**config.mk**
```make
export PLATFORM = sky130hd
export DESIGN_NAME = flash_command_host
export DESIGN_NICKNAME = d
export VERILOG_FILES = /design/src/hw/flash_host_pkg.sv /design/src/hw/flash_command_host.sv
export VERILOG_INCLUDE_DIRS = /design/src /design/src/hw
export SDC_FILE = /design/constraint.sdc
export NUM_CORES = 1
export LEC_CHECK = 0
export BUFFER_PORTS_ARGS = -buffer_cell sky130_fd_sc_hd__buf_2
export CAP_MARGIN = 20
export CORE_MARGIN = 8
export CORE_UTILIZATION = 45
export CTS_BUF_LIST = sky130_fd_sc_hd__clkbuf_4 sky130_fd_sc_hd__clkbuf_8 sky130_fd_sc_hd__clkbuf_16
export CTS_CLUSTER_DIAMETER = 50
export DETAILED_ROUTE_END_ITERATION = 12
export PLACE_DENSITY = 0.74
export SETUP_SLACK_MARGIN = 0.1
export SKIP_CTS_REPAIR_TIMING = 1
export SKIP_LAST_GASP = 1
export SYNTH_ARGS = -nofsm -noshare
export SYNTH_HDL_FRONTEND = slang
export SYNTH_SLANG_ARGS = --single-unit
```
**constraint.sdc**
```tcl
create_clock -name clock -period 2.73 [get_ports clock]
set_input_delay 0 -clock clock [delete_from_list [all_inputs] [get_ports clock]]
set_output_delay 0 -clock clock [all_outputs]
set_load 0.02 [all_outputs]
```
**src/hw/flash_host_consts.svh**
```systemverilog
// Offsets, field positions, operation numbers, command codes and timing of the flash host
`ifndef FLASH_HOST_CONSTS_SVH
`define FLASH_HOST_CONSTS_SVH
// Register word indices (byte address = index * 4)
`define FC_IDX_CONTROL 3'h0
`define FC_IDX_ADDRESS 3'h1
`define FC_IDX_DATA    3'h2
`define FC_IDX_COMMAND 3'h3
`define FC_IDX_STATUS  3'h4
`define FC_IDX_READ    3'h5
// Control register bits and reset value
`define FC_CTL_POWER   0
`define FC_CTL_WORD    1
`define FC_CTL_SUPPLY  2
`define FC_CTL_ALT     3
`define FC_CTL_RESET   4'h0
// Bus answers
`define FC_RESP_OKAY   2'h0
`define FC_RESP_SLVERR 2'h2
// Operation numbers written to the command register
`define FC_OP_WRITE      5'h00
`define FC_OP_READ       5'h01
`define FC_OP_ARRAY      5'h02
`define FC_OP_IDENT      5'h03
`define FC_OP_STATUS     5'h04
`define FC_OP_CLEAR      5'h05
`define FC_OP_PROGRAM    5'h06
`define FC_OP_ERASE      5'h07
`define FC_OP_SUSPEND    5'h08
`define FC_OP_RESUME     5'h09
`define FC_OP_EXT_STATUS 5'h0A
`define FC_OP_BUF_READ   5'h0B
`define FC_OP_BUF_LOAD   5'h0C
`define FC_OP_SEQ_LOAD   5'h0D
`define FC_OP_BUF_FLASH  5'h0E
`define FC_OP_TWO_BYTE   5'h0F
`define FC_OP_LOCK       5'h10
`define FC_OP_UPLOAD     5'h11
`define FC_OP_ERASE_ALL  5'h12
`define FC_OP_RB_CONFIG  5'h13
`define FC_OP_SWAP       5'h14
`define FC_OP_ABORT      5'h15
`define FC_OP_SLEEP      5'h16
// Device command codes
`define FC_CMD_ARRAY     8'hFF
`define FC_CMD_IDENT     8'h90
`define FC_CMD_STATUS    8'h70
`define FC_CMD_CLEAR     8'h50
`define FC_CMD_PROGRAM   8'h40
`define FC_CMD_PROG_ALT  8'h10
`define FC_CMD_ERASE     8'h20
`define FC_CMD_CONFIRM   8'hD0
`define FC_CMD_SUSPEND   8'hB0
`define FC_CMD_EXT_STAT  8'h71
`define FC_CMD_SWAP      8'h72
`define FC_CMD_BUF_LOAD  8'h74
`define FC_CMD_BUF_READ  8'h75
`define FC_CMD_SEQ_LOAD  8'hE0
`define FC_CMD_BUF_FLASH 8'h0C
`define FC_CMD_TWO_BYTE  8'hFB
`define FC_CMD_LOCK      8'h77
`define FC_CMD_UPLOAD    8'h97
`define FC_CMD_ERASE_ALL 8'hA7
`define FC_CMD_RB_CONFIG 8'h96
`define FC_CMD_ABORT     8'h80
`define FC_CMD_SLEEP     8'hF0
`define FC_COUNT_HIGH    8'h00
// Strobe width: least time, rounded up to 25 MHz cycles
`define FC_CLOCK_MHZ     25
`define FC_STROBE_NS     120
`define FC_STROBE_CYC    ((`FC_STROBE_NS * `FC_CLOCK_MHZ + 999) / 1000)
`endif

```
**src/hw/flash_host_pkg.sv**
```systemverilog
// Types shared by the flash host controller
package flash_host_pkg;
	// Kind of one flash bus cycle
	typedef enum logic [1:0] {CK_END, CK_WRITE, CK_READ} cyc_kind_t;
	// Where the cycle address comes from
	typedef enum logic [1:0] {AS_ZERO, AS_USER, AS_LOWBIT} addr_src_t;
	// Where the cycle data comes from
	typedef enum logic [1:0] {DS_CODE, DS_DATA, DS_DATA2} data_src_t;
	// Pin sequencer states
	typedef enum logic [2:0] {BS_IDLE, BS_FETCH, BS_SETUP, BS_STROBE, BS_HOLD,
		BS_RECOVER} bus_state_t;
	// One step of a command sequence
	typedef struct packed {
		cyc_kind_t   kind;
		addr_src_t   asrc;
		data_src_t   dsrc;
		logic [7:0]  code;
	} step_t;
	// Pins driven toward the flash device
	typedef struct packed {
		logic [20:0] address;
		logic [15:0] data_out;
		logic        data_oe;
		logic        chip_select_a_n;
		logic        chip_select_b_n;
		logic        output_enable_n;
		logic        write_strobe_n;
		logic        power_down_reset_n;
		logic        word_mode;
		logic        program_supply_on;
	} flash_pins_t;
endpackage : flash_host_pkg

```
**src/hw/flash_command_host.sv**
```systemverilog
// Flash host controller: AXI4-Lite registers and command sequences on the flash pins
//
// Register access over AXI4-Lite and the register offsets were decided locally.
`timescale 1ns/100ps
`include "flash_host_consts.svh"
// Notes on behaviour
// - Never drive data while output enable low
// - Identifier reads use lowest bit, others zero
// - Code FFH returns device to array reads
// - Program is 40H or 10H, then address/data
// - Erase 20H+D0H, suspend B0H, resume D0H
// - Code 71H then read extended status
// - Buffer read 75H, single buffer load 74H
// - Sequential load E0H, low and high counts
// - Counts are minus one, high count zero
// - Buffer write 0CH, counts, then address
// - Two-byte program FBH takes two bytes
// - Upload 97H+D0H, lock 77H+D0H
// - Check ready bit before error bits
module flash_command_host
	import flash_host_pkg::*;
(
	input  wire logic        clock,
	input  wire logic        reset_n,
	input  wire logic        awvalid,
	output logic             awready,
	input  wire logic [7:0]  awaddr,
	input  wire logic        wvalid,
	output logic             wready,
	input  wire logic [31:0] wdata,
	input  wire logic [3:0]  wstrb,
	output logic             bvalid,
	input  wire logic        bready,
	output logic [1:0]       bresp,
	input  wire logic        arvalid,
	output logic             arready,
	input  wire logic [7:0]  araddr,
	output logic             rvalid,
	input  wire logic        rready,
	output logic [31:0]      rdata,
	output logic [1:0]       rresp,
	output flash_pins_t      pins,
	input  wire logic [15:0] data_in,
	input  wire logic        ready_busy_n
);

// ****************************************
// Declarations
// ****************************************
logic [3:0]  control;       // Power, width, supply, alternate code
logic [20:0] user_addr;     // Address for the next operation
logic [31:0] user_data;     // Data and second data
logic [4:0]  op_q;          // Operation under way or last run
logic        done;          // Last operation finished
logic        aw_take;       // Write address and data accepted
logic        ar_take;       // Read address accepted
bus_state_t  state;         // Pin sequencer state
logic [1:0]  idx;           // Step of the sequence
logic [2:0]  cnt;           // Strobe width counter
step_t       cur;           // Step on the pins
step_t       next_step;     // Step about to start
logic        rd_slot;       // Which read half is next
logic [15:0] read_lo;       // First read result
logic [15:0] read_hi;       // Second read result
logic [7:0]  legacy_status; // Copy of the device compatible status
logic        status_seen;   // A status read has happened
logic [20:0] addr_q;        // Address pins
logic [15:0] dout_q;        // Data pins
logic        doe_q;         // Data pins driven
logic        ce_n_q;        // Both chip selects
logic        oe_n_q;        // Output enable pin
logic        we_n_q;        // Write strobe pin
logic        wr_fire;       // Write transfer this cycle
logic [3:0]  wr_dec;        // Decoded write address
logic [3:0]  rd_dec;        // Decoded read address
logic        cmd_start;     // Accepted command
logic        busy;          // Sequencer not idle
logic        strobe_end;    // Last strobe cycle
logic [31:0] status_word;   // Status register value
logic [31:0] rd_word;       // Read mux output

// ****************************************
// Functions
// ****************************************
// Hit flag and word index of a register address
function automatic logic [3:0] decode(input logic [7:0] a);
	decode = {(a[1:0] == 2'h0) && (a[7:5] == 3'h0) && (a[4:2] <= `FC_IDX_READ), a[4:2]};
endfunction : decode

// Byte-lane merge of a write
function automatic logic [31:0] merge(input logic [31:0] old, input logic [31:0] nw,
	input logic [3:0] strb);
	merge = old;
	for (int b = 0; b < 4; b++) begin
		if (strb[b]) begin
			merge[8*b +: 8] = nw[8*b +: 8];
		end
	end
endfunction : merge

// Step builders
function automatic step_t mk(input cyc_kind_t k, input addr_src_t a, input data_src_t d,
	input logic [7:0] c);
	mk = '{kind: k, asrc: a, dsrc: d, code: c};
endfunction : mk

function automatic step_t cmd(input logic [7:0] c);
	cmd = mk(CK_WRITE, AS_ZERO, DS_CODE, c);
endfunction : cmd

// Cycle list of each operation
function automatic step_t step_of(input logic [4:0] o, input logic [1:0] i, input logic alt);
	step_t s0;
	step_t s1;
	step_t s2;
	s0 = mk(CK_END, AS_ZERO, DS_CODE, 8'h00);
	s1 = s0;
	s2 = s0;
	case (o)
	`FC_OP_WRITE: s0 = mk(CK_WRITE, AS_USER, DS_DATA, 8'h00);
	`FC_OP_READ: s0 = mk(CK_READ, AS_USER, DS_CODE, 8'h00);
	`FC_OP_ARRAY: begin
		s0 = cmd(`FC_CMD_ARRAY);
		s1 = mk(CK_READ, AS_USER, DS_CODE, 8'h00);
	end
	`FC_OP_IDENT: begin
		s0 = cmd(`FC_CMD_IDENT);
		s1 = mk(CK_READ, AS_ZERO, DS_CODE, 8'h00);
		s2 = mk(CK_READ, AS_LOWBIT, DS_CODE, 8'h00);
	end
	`FC_OP_STATUS: begin
		s0 = cmd(`FC_CMD_STATUS);
		s1 = mk(CK_READ, AS_ZERO, DS_CODE, 8'h00);
	end
	`FC_OP_CLEAR: s0 = cmd(`FC_CMD_CLEAR);
	`FC_OP_PROGRAM: begin
		s0 = cmd(alt ? `FC_CMD_PROG_ALT : `FC_CMD_PROGRAM);
		s1 = mk(CK_WRITE, AS_USER, DS_DATA, 8'h00);
	end
	`FC_OP_ERASE: begin
		s0 = cmd(`FC_CMD_ERASE);
		s1 = mk(CK_WRITE, AS_USER, DS_CODE, `FC_CMD_CONFIRM);
	end
	`FC_OP_SUSPEND: s0 = cmd(`FC_CMD_SUSPEND);
	`FC_OP_RESUME: s0 = cmd(`FC_CMD_CONFIRM);
	`FC_OP_EXT_STATUS: begin
		s0 = cmd(`FC_CMD_EXT_STAT);
		s1 = mk(CK_READ, AS_USER, DS_CODE, 8'h00);
	end
	`FC_OP_BUF_READ: begin
		s0 = cmd(`FC_CMD_BUF_READ);
		s1 = mk(CK_READ, AS_USER, DS_CODE, 8'h00);
	end
	`FC_OP_BUF_LOAD: begin
		s0 = cmd(`FC_CMD_BUF_LOAD);
		s1 = mk(CK_WRITE, AS_USER, DS_DATA, 8'h00);
	end
	`FC_OP_SEQ_LOAD: begin
		s0 = cmd(`FC_CMD_SEQ_LOAD);
		s1 = mk(CK_WRITE, AS_ZERO, DS_DATA, 8'h00);
		s2 = cmd(`FC_COUNT_HIGH);
	end
	`FC_OP_BUF_FLASH: begin
		s0 = cmd(`FC_CMD_BUF_FLASH);
		s1 = mk(CK_WRITE, AS_ZERO, DS_DATA, 8'h00);
		s2 = mk(CK_WRITE, AS_USER, DS_CODE, `FC_COUNT_HIGH);
	end
	`FC_OP_TWO_BYTE: begin
		s0 = cmd(`FC_CMD_TWO_BYTE);
		s1 = mk(CK_WRITE, AS_USER, DS_DATA, 8'h00);
		s2 = mk(CK_WRITE, AS_USER, DS_DATA2, 8'h00);
	end
	`FC_OP_LOCK: begin
		s0 = cmd(`FC_CMD_LOCK);
		s1 = mk(CK_WRITE, AS_USER, DS_CODE, `FC_CMD_CONFIRM);
	end
	`FC_OP_UPLOAD: begin
		s0 = cmd(`FC_CMD_UPLOAD);
		s1 = cmd(`FC_CMD_CONFIRM);
	end
	`FC_OP_ERASE_ALL: begin
		s0 = cmd(`FC_CMD_ERASE_ALL);
		s1 = cmd(`FC_CMD_CONFIRM);
	end
	`FC_OP_RB_CONFIG: begin
		s0 = cmd(`FC_CMD_RB_CONFIG);
		s1 = mk(CK_WRITE, AS_ZERO, DS_DATA, 8'h00);
	end
	`FC_OP_SWAP: s0 = cmd(`FC_CMD_SWAP);
	`FC_OP_ABORT: s0 = cmd(`FC_CMD_ABORT);
	`FC_OP_SLEEP: s0 = cmd(`FC_CMD_SLEEP);
	default: ;
	endcase
	step_of = (i == 2'h0) ? s0 : ((i == 2'h1) ? s1 : s2);
endfunction : step_of

// ****************************************
// Register bus
// ****************************************
assign wr_fire = aw_take && awvalid && wvalid;
assign wr_dec = decode(awaddr);
assign rd_dec = decode(araddr);
assign busy = (state != BS_IDLE);
assign cmd_start = wr_fire && wr_dec[3] && (wr_dec[2:0] == `FC_IDX_COMMAND) && !busy;
assign awready = aw_take;
assign wready = aw_take;
assign arready = ar_take;

// Write channel handshake and register stores
always_ff @(posedge clock or negedge reset_n) begin
	if (!reset_n) begin
		aw_take <= 1'b0;
		bvalid <= 1'b0;
		bresp <= `FC_RESP_OKAY;
		control <= `FC_CTL_RESET;
		user_addr <= 21'h000000;
		user_data <= 32'h00000000;
		op_q <= 5'h00;
	end else begin
		aw_take <= awvalid && wvalid && !aw_take && !bvalid;
		if (bvalid && bready) begin
			bvalid <= 1'b0;
		end
		if (wr_fire) begin
			bvalid <= 1'b1;
			bresp <= `FC_RESP_OKAY;
			if (!wr_dec[3]) begin // Unmapped
				bresp <= `FC_RESP_SLVERR;
			end else begin
				case (wr_dec[2:0])
				`FC_IDX_CONTROL: if (wstrb[0]) begin
					control <= wdata[3:0];
				end
				`FC_IDX_ADDRESS: user_addr <= 21'(merge({11'h000, user_addr}, wdata, wstrb));
				`FC_IDX_DATA: user_data <= merge(user_data, wdata, wstrb);
				`FC_IDX_COMMAND: if (busy) begin // Refused while a sequence runs
					bresp <= `FC_RESP_SLVERR;
				end else begin
					op_q <= wdata[4:0];
				end
				default: ; // Read-only words ignore writes
				endcase
			end
		end
	end
end

// Status word: pin, flags and decoded copy of device status
always_comb begin
	status_word = 32'h00000000;
	status_word[0] = busy;
	status_word[1] = done;
	status_word[2] = ready_busy_n;
	status_word[3] = status_seen && legacy_status[7];
	status_word[4] = status_word[3] && legacy_status[5];
	status_word[5] = status_word[3] && legacy_status[4];
	status_word[6] = status_word[3] && legacy_status[3];
	status_word[7] = status_word[4] && status_word[5];
	status_word[15:8] = legacy_status;
	status_word[28:24] = user_addr[20:16];
end

// Read mux
always_comb begin
	case (rd_dec[2:0])
	`FC_IDX_CONTROL: rd_word = {28'h0000000, control};
	`FC_IDX_ADDRESS: rd_word = {11'h000, user_addr};
	`FC_IDX_DATA: rd_word = user_data;
	`FC_IDX_COMMAND: rd_word = {27'h0000000, op_q};
	`FC_IDX_STATUS: rd_word = status_word;
	default: rd_word = {read_hi, read_lo};
	endcase
end

// Read channel handshake
always_ff @(posedge clock or negedge reset_n) begin
	if (!reset_n) begin
		ar_take <= 1'b0;
		rvalid <= 1'b0;
		rdata <= 32'h00000000;
		rresp <= `FC_RESP_OKAY;
	end else begin
		ar_take <= arvalid && !ar_take && !rvalid;
		if (rvalid && rready) begin
			rvalid <= 1'b0;
		end
		if (ar_take && arvalid) begin
			rvalid <= 1'b1;
			rdata <= rd_dec[3] ? rd_word : 32'h00000000;
			rresp <= rd_dec[3] ? `FC_RESP_OKAY : `FC_RESP_SLVERR;
		end
	end
end

// ****************************************
// Pin sequencer
// ****************************************
assign next_step = step_of(op_q, idx, control[`FC_CTL_ALT]);
assign strobe_end = (state == BS_STROBE) && (cnt == 3'(`FC_STROBE_CYC - 1));

// Walks the steps, one bus cycle each
always_ff @(posedge clock or negedge reset_n) begin
	if (!reset_n) begin
		state <= BS_IDLE;
		idx <= 2'h0;
		cnt <= 3'h0;
		cur <= '0;
		done <= 1'b0;
		addr_q <= 21'h000000;
		dout_q <= 16'h0000;
		doe_q <= 1'b0;
		ce_n_q <= 1'b1;
		oe_n_q <= 1'b1;
		we_n_q <= 1'b1;
	end else begin
		case (state)
		BS_IDLE: if (cmd_start) begin
			idx <= 2'h0;
			done <= 1'b0;
			state <= BS_FETCH;
		end
		BS_FETCH: begin
			cur <= next_step;
			if (next_step.kind == CK_END) begin
				done <= 1'b1;
				state <= BS_IDLE;
			end else begin
				case (next_step.asrc)
				AS_USER: addr_q <= user_addr;
				AS_LOWBIT: addr_q <= control[`FC_CTL_WORD] ? 21'h000002 : 21'h000001;
				default: addr_q <= 21'h000000;
				endcase
				case (next_step.dsrc)
				DS_DATA: dout_q <= user_data[15:0];
				DS_DATA2: dout_q <= user_data[31:16];
				default: dout_q <= {8'h00, next_step.code};
				endcase
				doe_q <= (next_step.kind == CK_WRITE);
				ce_n_q <= 1'b0;
				state <= BS_SETUP;
			end
		end
		BS_SETUP: begin // Strobe only after address and data settle
			cnt <= 3'h0;
			we_n_q <= (cur.kind != CK_WRITE);
			oe_n_q <= (cur.kind != CK_READ);
			state <= BS_STROBE;
		end
		BS_STROBE: if (strobe_end) begin
			we_n_q <= 1'b1;
			oe_n_q <= 1'b1;
			state <= BS_HOLD;
		end else begin
			cnt <= cnt + 3'h1;
		end
		BS_HOLD: begin // Data held past the rising strobe
			ce_n_q <= 1'b1;
			doe_q <= 1'b0;
			state <= BS_RECOVER;
		end
		BS_RECOVER: begin
			idx <= idx + 2'h1;
			if (idx == 2'h2) begin
				done <= 1'b1;
				state <= BS_IDLE;
			end else begin
				state <= BS_FETCH;
			end
		end
		default: state <= BS_IDLE;
		endcase
	end
end

// Captures read results and the status copy
always_ff @(posedge clock or negedge reset_n) begin
	if (!reset_n) begin
		rd_slot <= 1'b0;
		read_lo <= 16'h0000;
		read_hi <= 16'h0000;
		legacy_status <= 8'h00;
		status_seen <= 1'b0;
	end else begin
		if (cmd_start) begin
			rd_slot <= 1'b0;
		end else if (strobe_end && (cur.kind == CK_READ)) begin
			rd_slot <= 1'b1;
			if (rd_slot) begin
				read_hi <= data_in;
			end else begin
				read_lo <= data_in;
			end
		end
		if (!control[`FC_CTL_POWER]) begin
			legacy_status <= 8'h00;
			status_seen <= 1'b0;
		end else if (strobe_end && (cur.kind == CK_READ) && (op_q == `FC_OP_STATUS)) begin
			legacy_status <= data_in[7:0];
			status_seen <= 1'b1;
		end
	end
end

// Pin bundle straight from flip-flops
assign pins = '{address: addr_q, data_out: dout_q, data_oe: doe_q,
	chip_select_a_n: ce_n_q, chip_select_b_n: ce_n_q, output_enable_n: oe_n_q,
	write_strobe_n: we_n_q, power_down_reset_n: control[`FC_CTL_POWER],
	word_mode: control[`FC_CTL_WORD],
	program_supply_on: control[`FC_CTL_SUPPLY]};
endmodule : flash_command_host

```
==> results.tsv <==
stage	metric	value	unit
status	outcome	finished clean	
critical_path	cp.arrival	2.81	ns
critical_path	start_kind	flop	
global_routing	overflow	0	
route	via_count	8238	
timing	worst_pin_slew	1.02	ns
timing	setup_viol	0	
cts	tritoncts	built	
route	post_drt_wl_per_cell	21.8	um
floorplan	die-area	26500	um2
cts	clock_path_buffers	2	
worst_hold_path	min_path_type	in -> reg	
floorplan	coreArea	21100	um2
logic_synthesis	synth_cell_type_count	74	
timing	final_hold_viol_count	0	
finish	n_fill_cell	1799	
cts	cts_max_level	4	
power_and_ir_drop	pwr-share-clk	0.422	
route	drt_wl_total	30500	um
power_and_ir_drop	p_leak	5.70	nW
power_and_ir_drop	p_switching	0.00141	W
power_and_ir_drop	comb_power_share	0.077	
route	firstDrtPassIters	5	
logic_synthesis	synth_cells	919	
power_and_ir_drop	power.internal	0.00444	W
power_and_ir_drop	seqPwrFrac	0.500	
critical_path	cp_cell_sequence	inv_1 -> ha_1 -> inv_1 -> nor3_2 -> a31o_2 -> ha_1 -> buf_4 -> a221oi_1 -> a21oi_1 -> mux2_2	
placed_design	pre_cts_ws	0.234	ns
cts	clock_latency	0.43	ns
timing	setup_ws	0.234	ns
floorplan	ios	162	
placed_design	gp_congestion	0.879	
logic_synthesis	synthFlopType	dfrtp_1	
placed_design	dpl.hpwl	22400	um
logic_synthesis	yosysWarnings	0	
global_routing	antenna_found_initial	2	
logic_synthesis	async_flop_share	1.00	
finish	regArea	4860	um2
finish	area_growth_syn_to_layout	23.0	%
critical_path	required	3.04	ns
floorplan	start_util	0.460	
global_routing	grt_pass1_wl	45600	um
critical_path	critPathMaxStageDelay	0.40	ns
global_routing	grt_max_degree	94	
critical_path	crit_path_end_kind	flop	
timing	post-route-period-util	0.914	
floorplan	die_h	163	um
global_routing	globalRouteTotalUtil	0.223	
floorplan	rows	53	
critical_path	rr_endpoint	dout_q[5]	
timing	max_slew_margin	0.321	
critical_path	rrSetupSlack	0.23	ns
cts	tritoncts.num_buffers	17	
power_and_ir_drop	power_density	489	nW/um2
logic_synthesis	synth_edf_count	0	
critical_path	crit_path_top_delay_cell	dfrtp_1	
finish	final_cells	1399	
critical_path	crit_start	idx[1]	
route	viasPerCell	5.89	
critical_path	rr_startpoint	idx[1]	
finish	final_cell_mix	dfrtp_1 (191), buf_2 (158), mux2_2 (103), o21ai_0 (86), nand2_1 (81)	
finish	multiInputGateArea	4380	um2
placed_design	place_area	10800	um2
cts	cts_sinks	194	
route	m1WireLength	13300	um
finish	nets	1195	
route	met2_length	14100	um
critical_path	critPathKind	reg -> reg	
logic_synthesis	syn_avg_cell_area	10.6	um2
run	cap_viol_max_count	0	
timing	clock-skew-final	0.00858	ns
critical_path	cp_max_fo	18	
finish	stdcell_area	11900	um2
logic_synthesis	synthesis.area	9710	um2
route	top_layer	met5	
route	route.met3.wl	2620	um
route	ant_nets	0	
timing	rsz0062_at_grt	true	
logic_synthesis	ys_seq_elements	194	
placed_design	port_buffers	159	
route	route.detailed.drc	0	
global_routing	grt_pass1_vias	7729	
timing	period_needed	2.50	ns
cts	clockRootBuffer	clkbuf_16	
power_and_ir_drop	irDropWorstVdd	0.381	mV
finish	drive_gt1_frac	0.326	
power_and_ir_drop	switching_share	0.241	
logic_synthesis	ys_seq_area_frac	0.500	
placed_design	dp_cells	1306	
finish	final_common_cell	dfrtp_1	
timing	setup_tns	0	ns
timing	final-max-slew-violation-count	0	
critical_path	reg2reg_depth	10	
critical_path	endpoint	dout_q[5]	
floorplan	die_w	163	um
cts	clk_pin_slew	0.07	ns
timing	max_freq	0.401	GHz
route	drt_iter0_drc	838	
state kept, by name, indices dropped and copies added, names as in the netlist, 2 cells and up:
signal and count:
rdata 32, control 4, cnt 3, dout_q 16
read_lo 16, read_hi 16, legacy_status 8, idx 2
state 3, op_q 5, user_addr 21, user_data 32
cur 2, addr_q 21
worst min path at each step:
stage | from | endpoint | cells past startpoint
after floorplan | reset_n | addr_q[0] | 0
after global placement | reset_n | cnt[1] | 1
after detailed placement | reset_n | cnt[1] | 1
after CTS | reset_n | cnt[1] | 1
after global routing | wstrb[0] | control[3] | 3
final | wstrb[0] | control[2] | 3
worst max-delay path, delay by kind of cell, from the launching register on:
family / cells / cell delay, ns
simple gates: 1 / 0.26
compound gates: 3 / 0.47
buf+inv: 3 / 0.42
mux: 1 / 0.27
flops: 1 / 0.40
fa+ha+maj: 2 / 0.56
kinds of logic after synthesis:
logic type,share of synthesized area
and+or+nand+nor,0.106
buffers and inverters,0.0496
other,0.000386
adders and majority gates,0.0116
AOI/OAI and AO/OA,0.196
DFF,0.500
xor gates and xnor gates,0.000902
muxes,0.136
synthesized netlist by cell type, types with 3 or more instances:
cell      instances  share of area
a211oi_1          6         0.0046
a21o_1            4         0.0031
a21oi_1          53          0.027
a221oi_1          3         0.0027
a22o_1           21          0.019
a22oi_1          27          0.021
a31oi_1          10         0.0064
and2_1           10         0.0064
and3_1           11         0.0071
buf_1             8         0.0031
buf_2            15         0.0077
buf_4            11         0.0085
clkbuf_1         48          0.019
dfrtp_1         191           0.49
dfstp_2           3         0.0081
ha_1              9          0.012
inv_1            20         0.0077
mux2_2          103           0.12
mux2_4            8          0.012
mux2i_1           4         0.0041
nand2_1          81          0.031
nand2b_1         10         0.0064
nand3_1           9         0.0046
nand3b_1          5         0.0039
nand4_1           5         0.0032
nor2_1           32          0.012
nor2b_1          12         0.0077
nor3_1            8         0.0041
nor3b_1           9         0.0070
o211ai_1         24          0.019
o21a_1            3         0.0023
o21ai_0          87          0.045
o21bai_1          5         0.0039
o221a_2           8         0.0093
o22ai_1          10         0.0064
through the flow:
stage,power [W],utilization,hold WS (ns)
2_1_floorplan,0.00314,-,-0.296
3_3_place_gp,0.00335,0.510,0.117
3_5_place_dp,0.00336,0.510,0.120
4_1_cts,0.00580,0.537,-0.342
5_1_grt,0.00602,0.566,0.109
6_report,0.00584,0.566,0.0995
cell type report:
type                    instances  share of cell area
flip-flops and latches        194               0.407
clock inverters                10             0.00848
multi-input cells             619               0.367
well taps                     275              0.0288
inverters                      22             0.00691
clock buffers                  22              0.0398
repair buffers                256               0.143
diodes                          1            0.000209
power groups by stage:
stage               registers [W]  logic, W  clock network, W
detailed placement        0.00298  0.000382                 0
finish                    0.00292  0.000452           0.00247
CTS                       0.00292  0.000383           0.00249
floorplan                 0.00299  0.000152                 0
global route              0.00293  0.000492           0.00260
global placement          0.00298  0.000378                 0
routing by layer:
metal  up-vias  GRT usage
li1       3736          -
met1      4111      0.315
met2       359      0.336
met3        30     0.0566
met4         2     0.0575
met5         -          0
No activity file was read; power rests on OpenSTA's default activity.
